$ cat src/shared/tcp_pkg.sv
// Constants and types shared by both ends of the transmit command link
// Overview of operation
// - Host sends command words before buffer payload
// - Each command is two consecutive 32-bit words
// - Second word carries free 16-bit packet tag
// - Tag copied into the packet status word
// - Host sends both words for every buffer
// - Host repeats identical second word per packet
// - Differing second word raises transmit error
// - Bit 31 requests loaded flag after buffer
// - Host writes zeros to bits 30:26
// - Bits 25:24 select end alignment, 00 4-byte
// - Device discards end alignment padding words
// - Device keeps only payload, drops command words
// - Bits 20:16 give first payload byte offset
// - Bit 13 opens a new packet
// - Bit 12 closes packet after this buffer
package tcp_pkg;
   localparam int DW = 32;
   localparam int TAG_W = 16;
   localparam int CNT_W = 10;
   localparam int IRQ_W = 2;
   localparam int IOC_BIT = 31;
   localparam int RSV_HI = 30;
   localparam int RSV_LO = 26;
   localparam int ALIGN_HI = 25;
   localparam int ALIGN_LO = 24;
   localparam int OFF_HI = 20;
   localparam int OFF_LO = 16;
   localparam int FIRST_BIT = 13;
   localparam int LAST_BIT = 12;
   localparam int SIZE_HI = 10;
   localparam int SIZE_LO = 0;
   localparam int TAG_HI = 31;
   localparam int TAG_LO = 16;
   localparam logic [1:0] ALIGN_4 = 2'h0;
   localparam logic [1:0] ALIGN_16 = 2'h1;
   localparam logic [1:0] ALIGN_32 = 2'h2;
   localparam logic [1:0] ALIGN_RSV = 2'h3;
   localparam logic [CNT_W-1:0] MASK_4 = 10'h000;
   localparam logic [CNT_W-1:0] MASK_16 = 10'h003;
   localparam logic [CNT_W-1:0] MASK_32 = 10'h007;
   localparam logic [3:0] BE_ALL = 4'hF;
   localparam logic [7:0] REG_DATA = 8'h00;
   localparam logic [7:0] REG_STAT = 8'h04;
   localparam logic [7:0] REG_MASK = 8'h08;
   localparam int STAT_ERR_BIT = 0;
   localparam int STAT_DONE_BIT = 1;
   localparam logic [1:0] HTRANS_NONSEQ = 2'h2;
   localparam logic [1:0] HTRANS_SEQ = 2'h3;
   localparam logic HRESP_OKAY = 1'b0;
   typedef enum logic [1:0] {ST_CMD_A, ST_CMD_B, ST_BODY} tcp_state_t;
endpackage : tcp_pkg

$ cat src/shared/tcp_link_if.sv
// Word link from host controller into the command parser
`timescale 1ns/1ps
`default_nettype none
interface tcp_link_if;
   logic wr;
   logic [tcp_pkg::DW-1:0] data;
   logic transmit_error_flag;
   logic transmit_buffer_loaded_flag;
   modport host (output wr, output data, input transmit_error_flag, input transmit_buffer_loaded_flag);
   modport dev (input wr, input data, output transmit_error_flag, output transmit_buffer_loaded_flag);
endinterface : tcp_link_if
`default_nettype wire

$ cat src/tcp_span.sv
// Word counts of one buffer from its first command word
`timescale 1ns/1ps
`default_nettype none
module tcp_span (
   input wire logic [tcp_pkg::DW-1:0] cmd_a,
   output logic [tcp_pkg::CNT_W-1:0] skip,
   output logic [tcp_pkg::CNT_W-1:0] data_cnt,
   output logic [tcp_pkg::CNT_W-1:0] total
);
   import tcp_pkg::*;
   logic [11:0] bytes;
   logic [CNT_W-1:0] used;
   logic [CNT_W-1:0] mask;
   always_comb begin
      skip = CNT_W'(cmd_a[OFF_HI:OFF_LO+2]);
      bytes = 12'(cmd_a[OFF_LO+1:OFF_LO]) + 12'(cmd_a[SIZE_HI:SIZE_LO]);
      data_cnt = CNT_W'((bytes + 12'h003) >> 2);
      used = skip + data_cnt;
      unique case (cmd_a[ALIGN_HI:ALIGN_LO])
         ALIGN_16: mask = MASK_16;
         ALIGN_32: mask = MASK_32;
         default: mask = MASK_4;
      endcase
      total = (used + mask) & ~mask;
   end
endmodule : tcp_span
`default_nettype wire

$ cat src/tcp_dev.sv
// Transmit command parser: splits command words from payload
`timescale 1ns/1ps
`default_nettype none
module tcp_dev (
   input wire logic hclk,
   input wire logic hresetn,
   tcp_link_if.dev link,
   output logic tx_valid,
   output logic [tcp_pkg::DW-1:0] tx_data,
   output logic [3:0] tx_be,
   output logic tx_first,
   output logic tx_last,
   output logic stat_valid,
   output logic [tcp_pkg::TAG_W-1:0] stat_tag
);
   import tcp_pkg::*;

   tcp_state_t state_ff;
   tcp_state_t nxt_state;
   logic [DW-1:0] cmda_ff;
   logic [DW-1:0] nxt_cmda;
   logic [DW-1:0] cmdb_ff;
   logic [DW-1:0] nxt_cmdb;
   logic in_pkt_ff;
   logic nxt_in_pkt;
   logic [CNT_W-1:0] idx_ff;
   logic [CNT_W-1:0] nxt_idx;
   logic err_ff;
   logic nxt_err;
   logic done_ff;
   logic nxt_done;
   logic tx_valid_ff;
   logic nxt_tx_valid;
   logic [DW-1:0] tx_data_ff;
   logic [DW-1:0] nxt_tx_data;
   logic [3:0] tx_be_ff;
   logic [3:0] nxt_tx_be;
   logic tx_first_ff;
   logic nxt_tx_first;
   logic tx_last_ff;
   logic nxt_tx_last;
   logic stat_valid_ff;
   logic nxt_stat_valid;
   logic [TAG_W-1:0] stat_tag_ff;
   logic [TAG_W-1:0] nxt_stat_tag;

   logic [CNT_W-1:0] skip;
   logic [CNT_W-1:0] data_cnt;
   logic [CNT_W-1:0] total;
   logic [CNT_W-1:0] last_data;
   logic [1:0] end_byte;
   logic buf_end;
   logic emit;

   tcp_span u_span (
      .cmd_a(cmda_ff),
      .skip(skip),
      .data_cnt(data_cnt),
      .total(total)
   );

   always_comb begin
      last_data = skip + data_cnt - CNT_W'(1);
      end_byte = cmda_ff[OFF_LO+1:OFF_LO] + cmda_ff[SIZE_LO+1:SIZE_LO] - 2'h1;
      emit = (idx_ff >= skip) && (idx_ff < skip + data_cnt);
      // Empty buffer ends right at the second word
      buf_end = link.wr && (((state_ff == ST_CMD_B) && (total == '0))
                || ((state_ff == ST_BODY) && (idx_ff == total - CNT_W'(1))));
   end

   always_comb begin
      nxt_state = state_ff;
      nxt_cmda = cmda_ff;
      nxt_cmdb = cmdb_ff;
      nxt_in_pkt = in_pkt_ff;
      nxt_idx = idx_ff;
      nxt_err = 1'b0;
      nxt_done = 1'b0;
      nxt_tx_valid = 1'b0;
      nxt_tx_data = tx_data_ff;
      nxt_tx_be = tx_be_ff;
      nxt_tx_first = 1'b0;
      nxt_tx_last = 1'b0;
      nxt_stat_valid = 1'b0;
      nxt_stat_tag = stat_tag_ff;
      if (link.wr) begin
         unique case (state_ff)
            ST_CMD_A: begin
               nxt_cmda = link.data;
               nxt_state = ST_CMD_B;
            end
            ST_CMD_B: begin
               nxt_idx = '0;
               nxt_state = (total == '0) ? ST_CMD_A : ST_BODY;
               if (cmda_ff[FIRST_BIT]) begin
                  nxt_in_pkt = 1'b1;
                  nxt_cmdb = link.data;
                  if (in_pkt_ff) begin
                     nxt_err = 1'b1;
                  end
               end else if (!in_pkt_ff || (link.data != cmdb_ff)) begin
                  nxt_err = 1'b1;
               end
               // Reserved alignment cannot be honoured safely
               if (cmda_ff[ALIGN_HI:ALIGN_LO] == ALIGN_RSV) begin
                  nxt_err = 1'b1;
               end
            end
            ST_BODY: begin
               nxt_idx = idx_ff + CNT_W'(1);
               // Offset words and pad words are dropped here
               if (emit) begin
                  nxt_tx_valid = 1'b1;
                  nxt_tx_data = link.data;
                  nxt_tx_be = BE_ALL;
                  if (idx_ff == skip) begin
                     nxt_tx_be = nxt_tx_be & (BE_ALL << cmda_ff[OFF_LO+1:OFF_LO]);
                     nxt_tx_first = cmda_ff[FIRST_BIT];
                  end
                  if (idx_ff == last_data) begin
                     nxt_tx_be = nxt_tx_be & (BE_ALL >> (2'h3 - end_byte));
                     nxt_tx_last = cmda_ff[LAST_BIT];
                  end
               end
               if (buf_end) begin
                  nxt_state = ST_CMD_A;
               end
            end
         endcase
      end
      if (buf_end) begin
         nxt_done = cmda_ff[IOC_BIT];
         if (cmda_ff[LAST_BIT]) begin
            nxt_in_pkt = 1'b0;
            nxt_stat_valid = 1'b1;
            nxt_stat_tag = (state_ff == ST_CMD_B && cmda_ff[FIRST_BIT]) ?
                           link.data[TAG_HI:TAG_LO] : cmdb_ff[TAG_HI:TAG_LO];
         end
      end
   end

   always_ff @(posedge hclk or negedge hresetn) begin
      if (!hresetn) begin
         state_ff <= ST_CMD_A;
         cmda_ff <= '0;
         cmdb_ff <= '0;
         in_pkt_ff <= 1'b0;
         idx_ff <= '0;
         err_ff <= 1'b0;
         done_ff <= 1'b0;
         tx_valid_ff <= 1'b0;
         tx_data_ff <= '0;
         tx_be_ff <= '0;
         tx_first_ff <= 1'b0;
         tx_last_ff <= 1'b0;
         stat_valid_ff <= 1'b0;
         stat_tag_ff <= '0;
      end else begin
         state_ff <= nxt_state;
         cmda_ff <= nxt_cmda;
         cmdb_ff <= nxt_cmdb;
         in_pkt_ff <= nxt_in_pkt;
         idx_ff <= nxt_idx;
         err_ff <= nxt_err;
         done_ff <= nxt_done;
         tx_valid_ff <= nxt_tx_valid;
         tx_data_ff <= nxt_tx_data;
         tx_be_ff <= nxt_tx_be;
         tx_first_ff <= nxt_tx_first;
         tx_last_ff <= nxt_tx_last;
         stat_valid_ff <= nxt_stat_valid;
         stat_tag_ff <= nxt_stat_tag;
      end
   end

   assign link.transmit_error_flag = err_ff;
   assign link.transmit_buffer_loaded_flag = done_ff;
   assign tx_valid = tx_valid_ff;
   assign tx_data = tx_data_ff;
   assign tx_be = tx_be_ff;
   assign tx_first = tx_first_ff;
   assign tx_last = tx_last_ff;
   assign stat_valid = stat_valid_ff;
   assign stat_tag = stat_tag_ff;
endmodule : tcp_dev
`default_nettype wire

$ cat src/flat_wrapper.sv
// flat-port wrapper written by rule: the top's interface ports become plain ports
module tcp_dev_flat import tcp_pkg::*;
  (hclk, hresetn, tx_valid, tx_data, tx_be, tx_first, tx_last, stat_valid, stat_tag, link_wr, link_data, link_transmit_error_flag, link_transmit_buffer_loaded_flag);
  tcp_link_if link_i ();
  input wire logic hclk;
  input wire logic hresetn;
  output logic tx_valid;
  output logic [tcp_pkg::DW-1:0] tx_data;
  output logic [3:0] tx_be;
  output logic tx_first;
  output logic tx_last;
  output logic stat_valid;
  output logic [tcp_pkg::TAG_W-1:0] stat_tag;
  input wire logic [$bits(link_i.wr)-1:0] link_wr;
  input wire logic [$bits(link_i.data)-1:0] link_data;
  output wire logic [$bits(link_i.transmit_error_flag)-1:0] link_transmit_error_flag;
  output wire logic [$bits(link_i.transmit_buffer_loaded_flag)-1:0] link_transmit_buffer_loaded_flag;
  assign link_i.wr = link_wr;
  assign link_i.data = link_data;
  assign link_transmit_error_flag = link_i.transmit_error_flag;
  assign link_transmit_buffer_loaded_flag = link_i.transmit_buffer_loaded_flag;
  tcp_dev u_core (.hclk(hclk), .hresetn(hresetn), .link(link_i), .tx_valid(tx_valid), .tx_data(tx_data), .tx_be(tx_be), .tx_first(tx_first), .tx_last(tx_last), .stat_valid(stat_valid), .stat_tag(stat_tag));
endmodule
$ cat config.mk
export PLATFORM = sky130hd
export DESIGN_NAME = tcp_dev_flat
export DESIGN_NICKNAME = d
export VERILOG_FILES = /design/src/shared/tcp_pkg.sv /design/src/shared/tcp_link_if.sv /design/src/tcp_span.sv /design/src/tcp_dev.sv /design/src/flat_wrapper.sv
export SDC_FILE = /design/constraint.sdc
export NUM_CORES = 1
export LEC_CHECK = 0
export ABC_AREA = 0
export BUFFER_PORTS_ARGS = -buffer_cell sky130_fd_sc_hd__buf_2
export CAP_MARGIN = 10
export CORE_MARGIN = 5
export CORE_UTILIZATION = 53
export DETAILED_ROUTE_END_ITERATION = 6
export GPL_ROUTABILITY_DRIVEN = 1
export PLACE_DENSITY = 0.78
export SLEW_MARGIN = 20
export SYNTH_ARGS = -nofsm -noshare
export SYNTH_HDL_FRONTEND = slang
export SYNTH_SLANG_ARGS = --single-unit
$ cat constraint.sdc
create_clock -name hclk -period 5.5 [get_ports hclk]
set_input_delay 0.825 -clock hclk [delete_from_list [all_inputs] [get_ports hclk]]
set_output_delay 0.825 -clock hclk [all_outputs]
set_load 0.05 [all_outputs]
After elaboration in Yosys (flattened, before gate mapping)
Cells that the tools add are included.
Operators by class
  bitwise operators: 3
  magnitude comparators: 2
  multiply operators: 0
  divide/modulo/power cells: 0
  shifts and indexed selects: 2
  equality and inequality tests: 10
  add/sub/neg operators: 10
  muxes and demuxes: 36
  reductions and logical operators: 17
Operators by type and width (count)
  32-bit inequality test: 1
  1-bit two-way mux: 25
  10-bit equality test: 2
  4-bit two-way mux: 5
  10-bit case mux with 2 select lines: 1
  10-bit by 1-bit subtractor with 10-bit output, second input constant: 2
  16-bit two-way mux: 1
  12-bit by 2-bit adder with 12-bit output, second input constant: 1
  2-bit by 11-bit adder with 12-bit output: 1
  10-bit by 1-bit adder with 10-bit output, second input constant: 1
  10-bit adder: 1
  3-bit by 10-bit adder with 10-bit output: 1
  10-bit AND: 1
  10-bit by 3-bit equality test with 1-bit output: 1
  10-bit by 3-bit >= comparator with 1-bit output: 1
  10-bit logical NOT: 1
  10-bit < comparator: 1
  10-bit inverter: 1
  2-bit AND reduction: 4
  2-bit equality test, second input constant: 3
  2-bit case mux with 3 select lines: 1
  3-bit case mux with 2 select lines: 1
  3-bit AND reduction: 2
  1-bit logical AND: 5
  other kinds (13): 16
Storage, ports and cells
  output and inout port bits: 58
  memory bits (read-only): 0
  RAM bits: 0
  memories: 0
  word-level logic and storage cells: 94
  bits in registers: 135
  latch bits: 0

Longest topological paths before layout
  word-level depth: 12
  mapped depth: 23
  mapped depth without buffers: 22

Hierarchy
From an unflattened synthesis, not the netlist that was laid out.
Unflattened totals
  cells, all modules: 706
  area, all modules: 8100.3 um^2
Modules (own cells, without submodules)
  tcp_dev: area an instance 7373.3 um^2, sequential area each 3378.2 um^2, cells each 607, times used 1
  tcp_span: area an instance 726.9 um^2, sequential area each 0.0 um^2, cells each 99, times used 1

Worst setup path after synthesis
OpenSTA, ideal clock, no wires.
  path kind: flip-flop to flip-flop
  start: register u_core.cmda_ff[17]
  end: register u_core.stat_tag_ff[10], in the netlist u_core.stat_tag[10]
  data arrival time: 5020 ps
  slack: 355 ps
  library setup time: 125 ps
  stages on the path, launching flop included: 23
  data required time: 5375 ps
  cells stage by stage: dfrtp_1 -> inv_1 -> ha_1 -> inv_1 -> ha_1 -> fa_1 -> xor2_1 -> inv_1 -> fa_1 -> inv_1 -> ha_1 -> a31o_2 -> a21o_1 -> xnor2_1 -> or3b_2 -> nor2_1 -> nand2_1 -> xnor2_1 -> nand4_1 -> nor4b_4 -> o21ai_4 -> buf_6 -> mux2_4
On the way
  longest elaborated chain between the ends: 11
Ends and longest elaborated chain
  start, declared: line tcp_dev.sv:20  | logic [DW-1:0] cmda_ff;
  start signal, assigned: line tcp_dev.sv:160  | cmda_ff <= nxt_cmda;
  2-bit by 11-bit adder with 12-bit output (*): line tcp_span.sv:16  | bytes = 12'(cmd_a[OFF_LO+1:OFF_LO]) + 12'(cmd_a[SIZE_HI:SIZE_LO]);
  12-bit by 2-bit adder with 12-bit output (*): line tcp_span.sv:17  | data_cnt = CNT_W'((bytes + 12'h003) >> 2);
  3-bit by 10-bit adder with 10-bit output (*): line tcp_span.sv:18  | used = skip + data_cnt;
  10-bit adder (*): line tcp_span.sv:24  | total = (used + mask) & ~mask;
  10-bit AND (*): line tcp_span.sv:24
  10-bit by 1-bit subtractor with 10-bit output: line tcp_dev.sv:68  | || ((state_ff == ST_BODY) && (idx_ff == total - CNT_W'(1))));
  10-bit equality test: line tcp_dev.sv:68
  1-bit logical AND: line tcp_dev.sv:68
  1-bit logical OR (*): line tcp_dev.sv:68
  1-bit logical AND (*): line tcp_dev.sv:67  | buf_end = link.wr && (((state_ff == ST_CMD_B) && (total == '0))
  2-bit AND reduction (no line) (*)
  end signal, assigned: line tcp_dev.sv:172  | stat_tag_ff <= nxt_stat_tag;
  end, declared: line tcp_dev.sv:44  | logic [TAG_W-1:0] stat_tag_ff;
Mark *: on every way between the ends. The rest lies on a longest branch, timed or not.
A chain may end at the register's enable or synchronous reset.

Final worst setup path
  start: register u_core.cmda_ff[17]
  end: register u_core.stat_tag_ff[12], in the netlist u_core.stat_tag[12]
The elaborated chain is that of the path after synthesis.

==> results_dict.tcl <==
set metrics [dict create \
    fin_crit_sh_pct 96.0 \
    rows 42 \
    grt_max_degree 67 \
    r2r_slack_ns 0.22 \
    synth_area_um2 7270 \
    syn_nets 708 \
    avgSynthCellArea_um2 11.4 \
    synth-edff-count 0 \
    synthDistinctLibCells 61 \
    worst_slack_ns 0.221 \
    syn_to_final_growth_pct 20.9 \
    clkLatencyLatePin_ns 0.42 \
    synth_most_common_cell "dfrtp_1" \
    ios 93 \
    yosysSeqAreaShare_pct 42.7 \
    wirelength_um 18700 \
    critPathKind "flip-flop to flip-flop" \
    cts_tree "built" \
    rsz0062_at_grt "no" \
    ys_ff_latch 124 \
    drive_gt1_share_pct 39.5 \
    synth_cells 640 \
    initial_core_util_pct 54.5 \
    drv_cap 0 \
    worst_slew_pin_slew_ns 0.934 \
    nets 822 \
    nFillCells 1009 \
    status "complete, no violations" \
    async_reset_ff_share_pct 100 \
    preCtsSetupSlack_ns -0.0550 \
    setup-violations-final 0 \
    r2r_start "u_core.cmda_ff[17]$_DFFE_PN0P_" \
    fp.coreArea_um2 13300 \
    yosysTopAreaCellShare_pct 42.7 \
    numClockSinks 124 \
    dieArea_um2 16200 \
    drv_slew 0 \
    rr_endpoint "u_core.stat_tag[12]$_DFFE_PN0P_" \
    ys_top_cells_by_area "dfrtp_1 43%, mux2_2 18%, xnor2_1 6.3%" \
    crit_required_ns 5.80 \
    htreeDepth 4 \
    first_global_vias 5781 \
    via_per_inst 5.74 \
    period_needed_ns 5.28 \
    gp_congestion 0.866 \
    hpwl_um 13000 \
    drt_iter0_drc 302 \
    numCtsBuffers 17 \
    diodes 0 \
    skew_ns 0.00847 \
    synth_largest_area_cell "dfrtp_1" \
    die_y_um 127 \
    drt_first_pass_iters 4 \
    ant_nets 0 \
    fmax_mhz 189 \
    hold_violations 0 \
    ys.flop_type "dfrtp_1" \
    grt_pass1_wl_um 30200 \
    wl_per_cell_um 19.9 \
    crit_path_start_kind "flip-flop" \
    path_max_fanout 5 \
    crit_arrival_ns 5.58 \
    antenna_found_initial 0 \
    gr-total-overflow 0 \
    slew_headroom_pct 37.6 \
    hold_class "input pin to asynchronous set/reset pin" \
    cts_buffer_depth 2 \
    clkTransAtPathRegs_ns 0.06 \
    synth_warnings 0 \
    cts-root-buf "clkbuf_16" \
    r2r_cells 22 \
    fp.dieW_um 127 \
    io_buffers 92 \
    drc 0 \
    cp-end-kind "flip-flop" \
    vias 5416 \
    grt.total_usage_pct 23.6 \
    synth_commonest_cells "124 x dfrtp_1, 113 x mux2_2, 52 x xnor2_1, 35 x xor2_1, 34 x nor2_1" \
]
## flip-flops by register name, indices dropped and copies added (netlist names)
register	count
u_core.stat_valid	1
u_core.state_ff	2
u_core.link.transmit_error_flag	1
u_core.cmdb_ff	32
u_core.tx_data	32
u_core.tx_first	1
u_core.tx_be	4
u_core.link.transmit_buffer_loaded_flag	1
u_core.cmda_ff	21
u_core.tx_last	1
u_core.tx_valid	1
u_core.idx_ff	10
u_core.stat_tag	16
u_core.in_pkt_ff	1
## layout make-up
type | instances | area [um^2] | area share [%]
Clock buffer | 19 | 453 | 5.15
Clock inverter | 13 | 188 | 2.13
Inverter | 29 | 109 | 1.24
Multi-Input combinational cell | 469 | 4080 | 46.4
Sequential cell | 124 | 3100 | 35.3
Tap cell | 176 | 220 | 2.50
Timing Repair Buffer | 113 | 637 | 7.24
## placed cells by master, fill, tap and decap left out, types with 11 or more instances in the layout
| cell type | count |
|---|---|
| a21oi_1 | 12 |
| dfrtp_1 | 124 |
| xnor2_1 | 50 |
| nand4_1 | 11 |
| mux2_2 | 113 |
| buf_4 | 20 |
| clkbuf_16 | 17 |
| nand2_1 | 29 |
| o21ai_0 | 13 |
| inv_1 | 27 |
| xor2_1 | 33 |
| nand3_1 | 20 |
| buf_2 | 91 |
| nor2_1 | 31 |
| ha_1 | 29 |
## worst max-delay path by stage
stage | from | cells after the start | end | slack [ns]
after floorplan | u_core.cmda_ff[17]$_DFFE_PN0P_ | 22 | u_core.stat_tag[10]$_DFFE_PN0P_ | 0.36
after global placement | u_core.cmda_ff[17]$_DFFE_PN0P_ | 21 | u_core.stat_tag[6]$_DFFE_PN0P_ | 0.11
after detailed placement | u_core.cmda_ff[17]$_DFFE_PN0P_ | 21 | u_core.stat_tag[1]$_DFFE_PN0P_ | -0.05
after CTS | u_core.cmda_ff[17]$_DFFE_PN0P_ | 22 | u_core.stat_tag[9]$_DFFE_PN0P_ | 0.02
after global routing | u_core.cmda_ff[17]$_DFFE_PN0P_ | 22 | u_core.stat_tag[9]$_DFFE_PN0P_ | 0.006
final | u_core.cmda_ff[17]$_DFFE_PN0P_ | 22 | u_core.stat_tag[12]$_DFFE_PN0P_ | 0.22
## cells by family (layout without fill, tap and decap cells)
kind of cell               count (synthesis)  count (layout)  synth area share, %
buffers and inverters                     50             174                 2.91
muxes                                    127             127                 20.0
DFF                                      124             124                 42.7
and+or+nand+nor                          148             148                 10.9
xor gates and xnor gates                  88              88                 10.9
AOI/OAI and AO/OA                         70              73                 6.68
adders and majority gates                 33              33                 5.99
## through the flow
step	util [%]	hold slack [ns]	TNS, ns	instances	cell area, um^2
3_3_place_gp	59.6	0.483	0	900	7960
5_1_grt	65.9	0.517	0	943	8790
4_1_cts	64.7	0.488	0	935	8640
6_report	65.9	0.488	0	943	8790
2_1_floorplan	-	0.452	0	640	7270
3_5_place_dp	59.6	0.491	-0.378	900	7960
## per-layer routing
metal / vias up / GRT usage (%) / part of all wire (%)
met4: 0 / 9.02 / 2.8
met2: 142 / 39.9 / 50
li1: 2513 / - / -
met5: - / 0 / 0
met1: 2732 / 29.3 / 42
met3: 29 / 5.47 / 4.8
## timing repair
item | 4_1_cts | 5_1_grt
pin swaps | 2 | 5
gates cloned | 1 | 2
endpoints found under the setup margin | 16 | 50
buffers inserted | 2 | 6
hold buffers | 0 | 0
resized for setup | 3 | 19
hold endpoints to repair | 0 | 0
## worst max-delay path: stages, from the launching register on
cell	delay, ns
dfrtp_1	0.38
inv_1	0.06
ha_1	0.26
inv_1	0.05
ha_2	0.20
fa_2	0.53
ha_1	0.16
inv_1	0.06
fa_2	0.35
xor2_1	0.21
inv_1	0.08
ha_1	0.37
a21oi_2	0.25
a211oi_1	0.09
nor3_2	0.24
xor2_2	0.15
nand2b_1	0.20
or3_1	0.37
o32a_2	0.22
nor4b_4	0.29
buf_6	0.18
o21ai_2	0.12
mux2_4	0.33
Power is left out: the tool's default activity adds up to more than one toggle a clock period on the data nets, which glitch-free logic cannot reach.
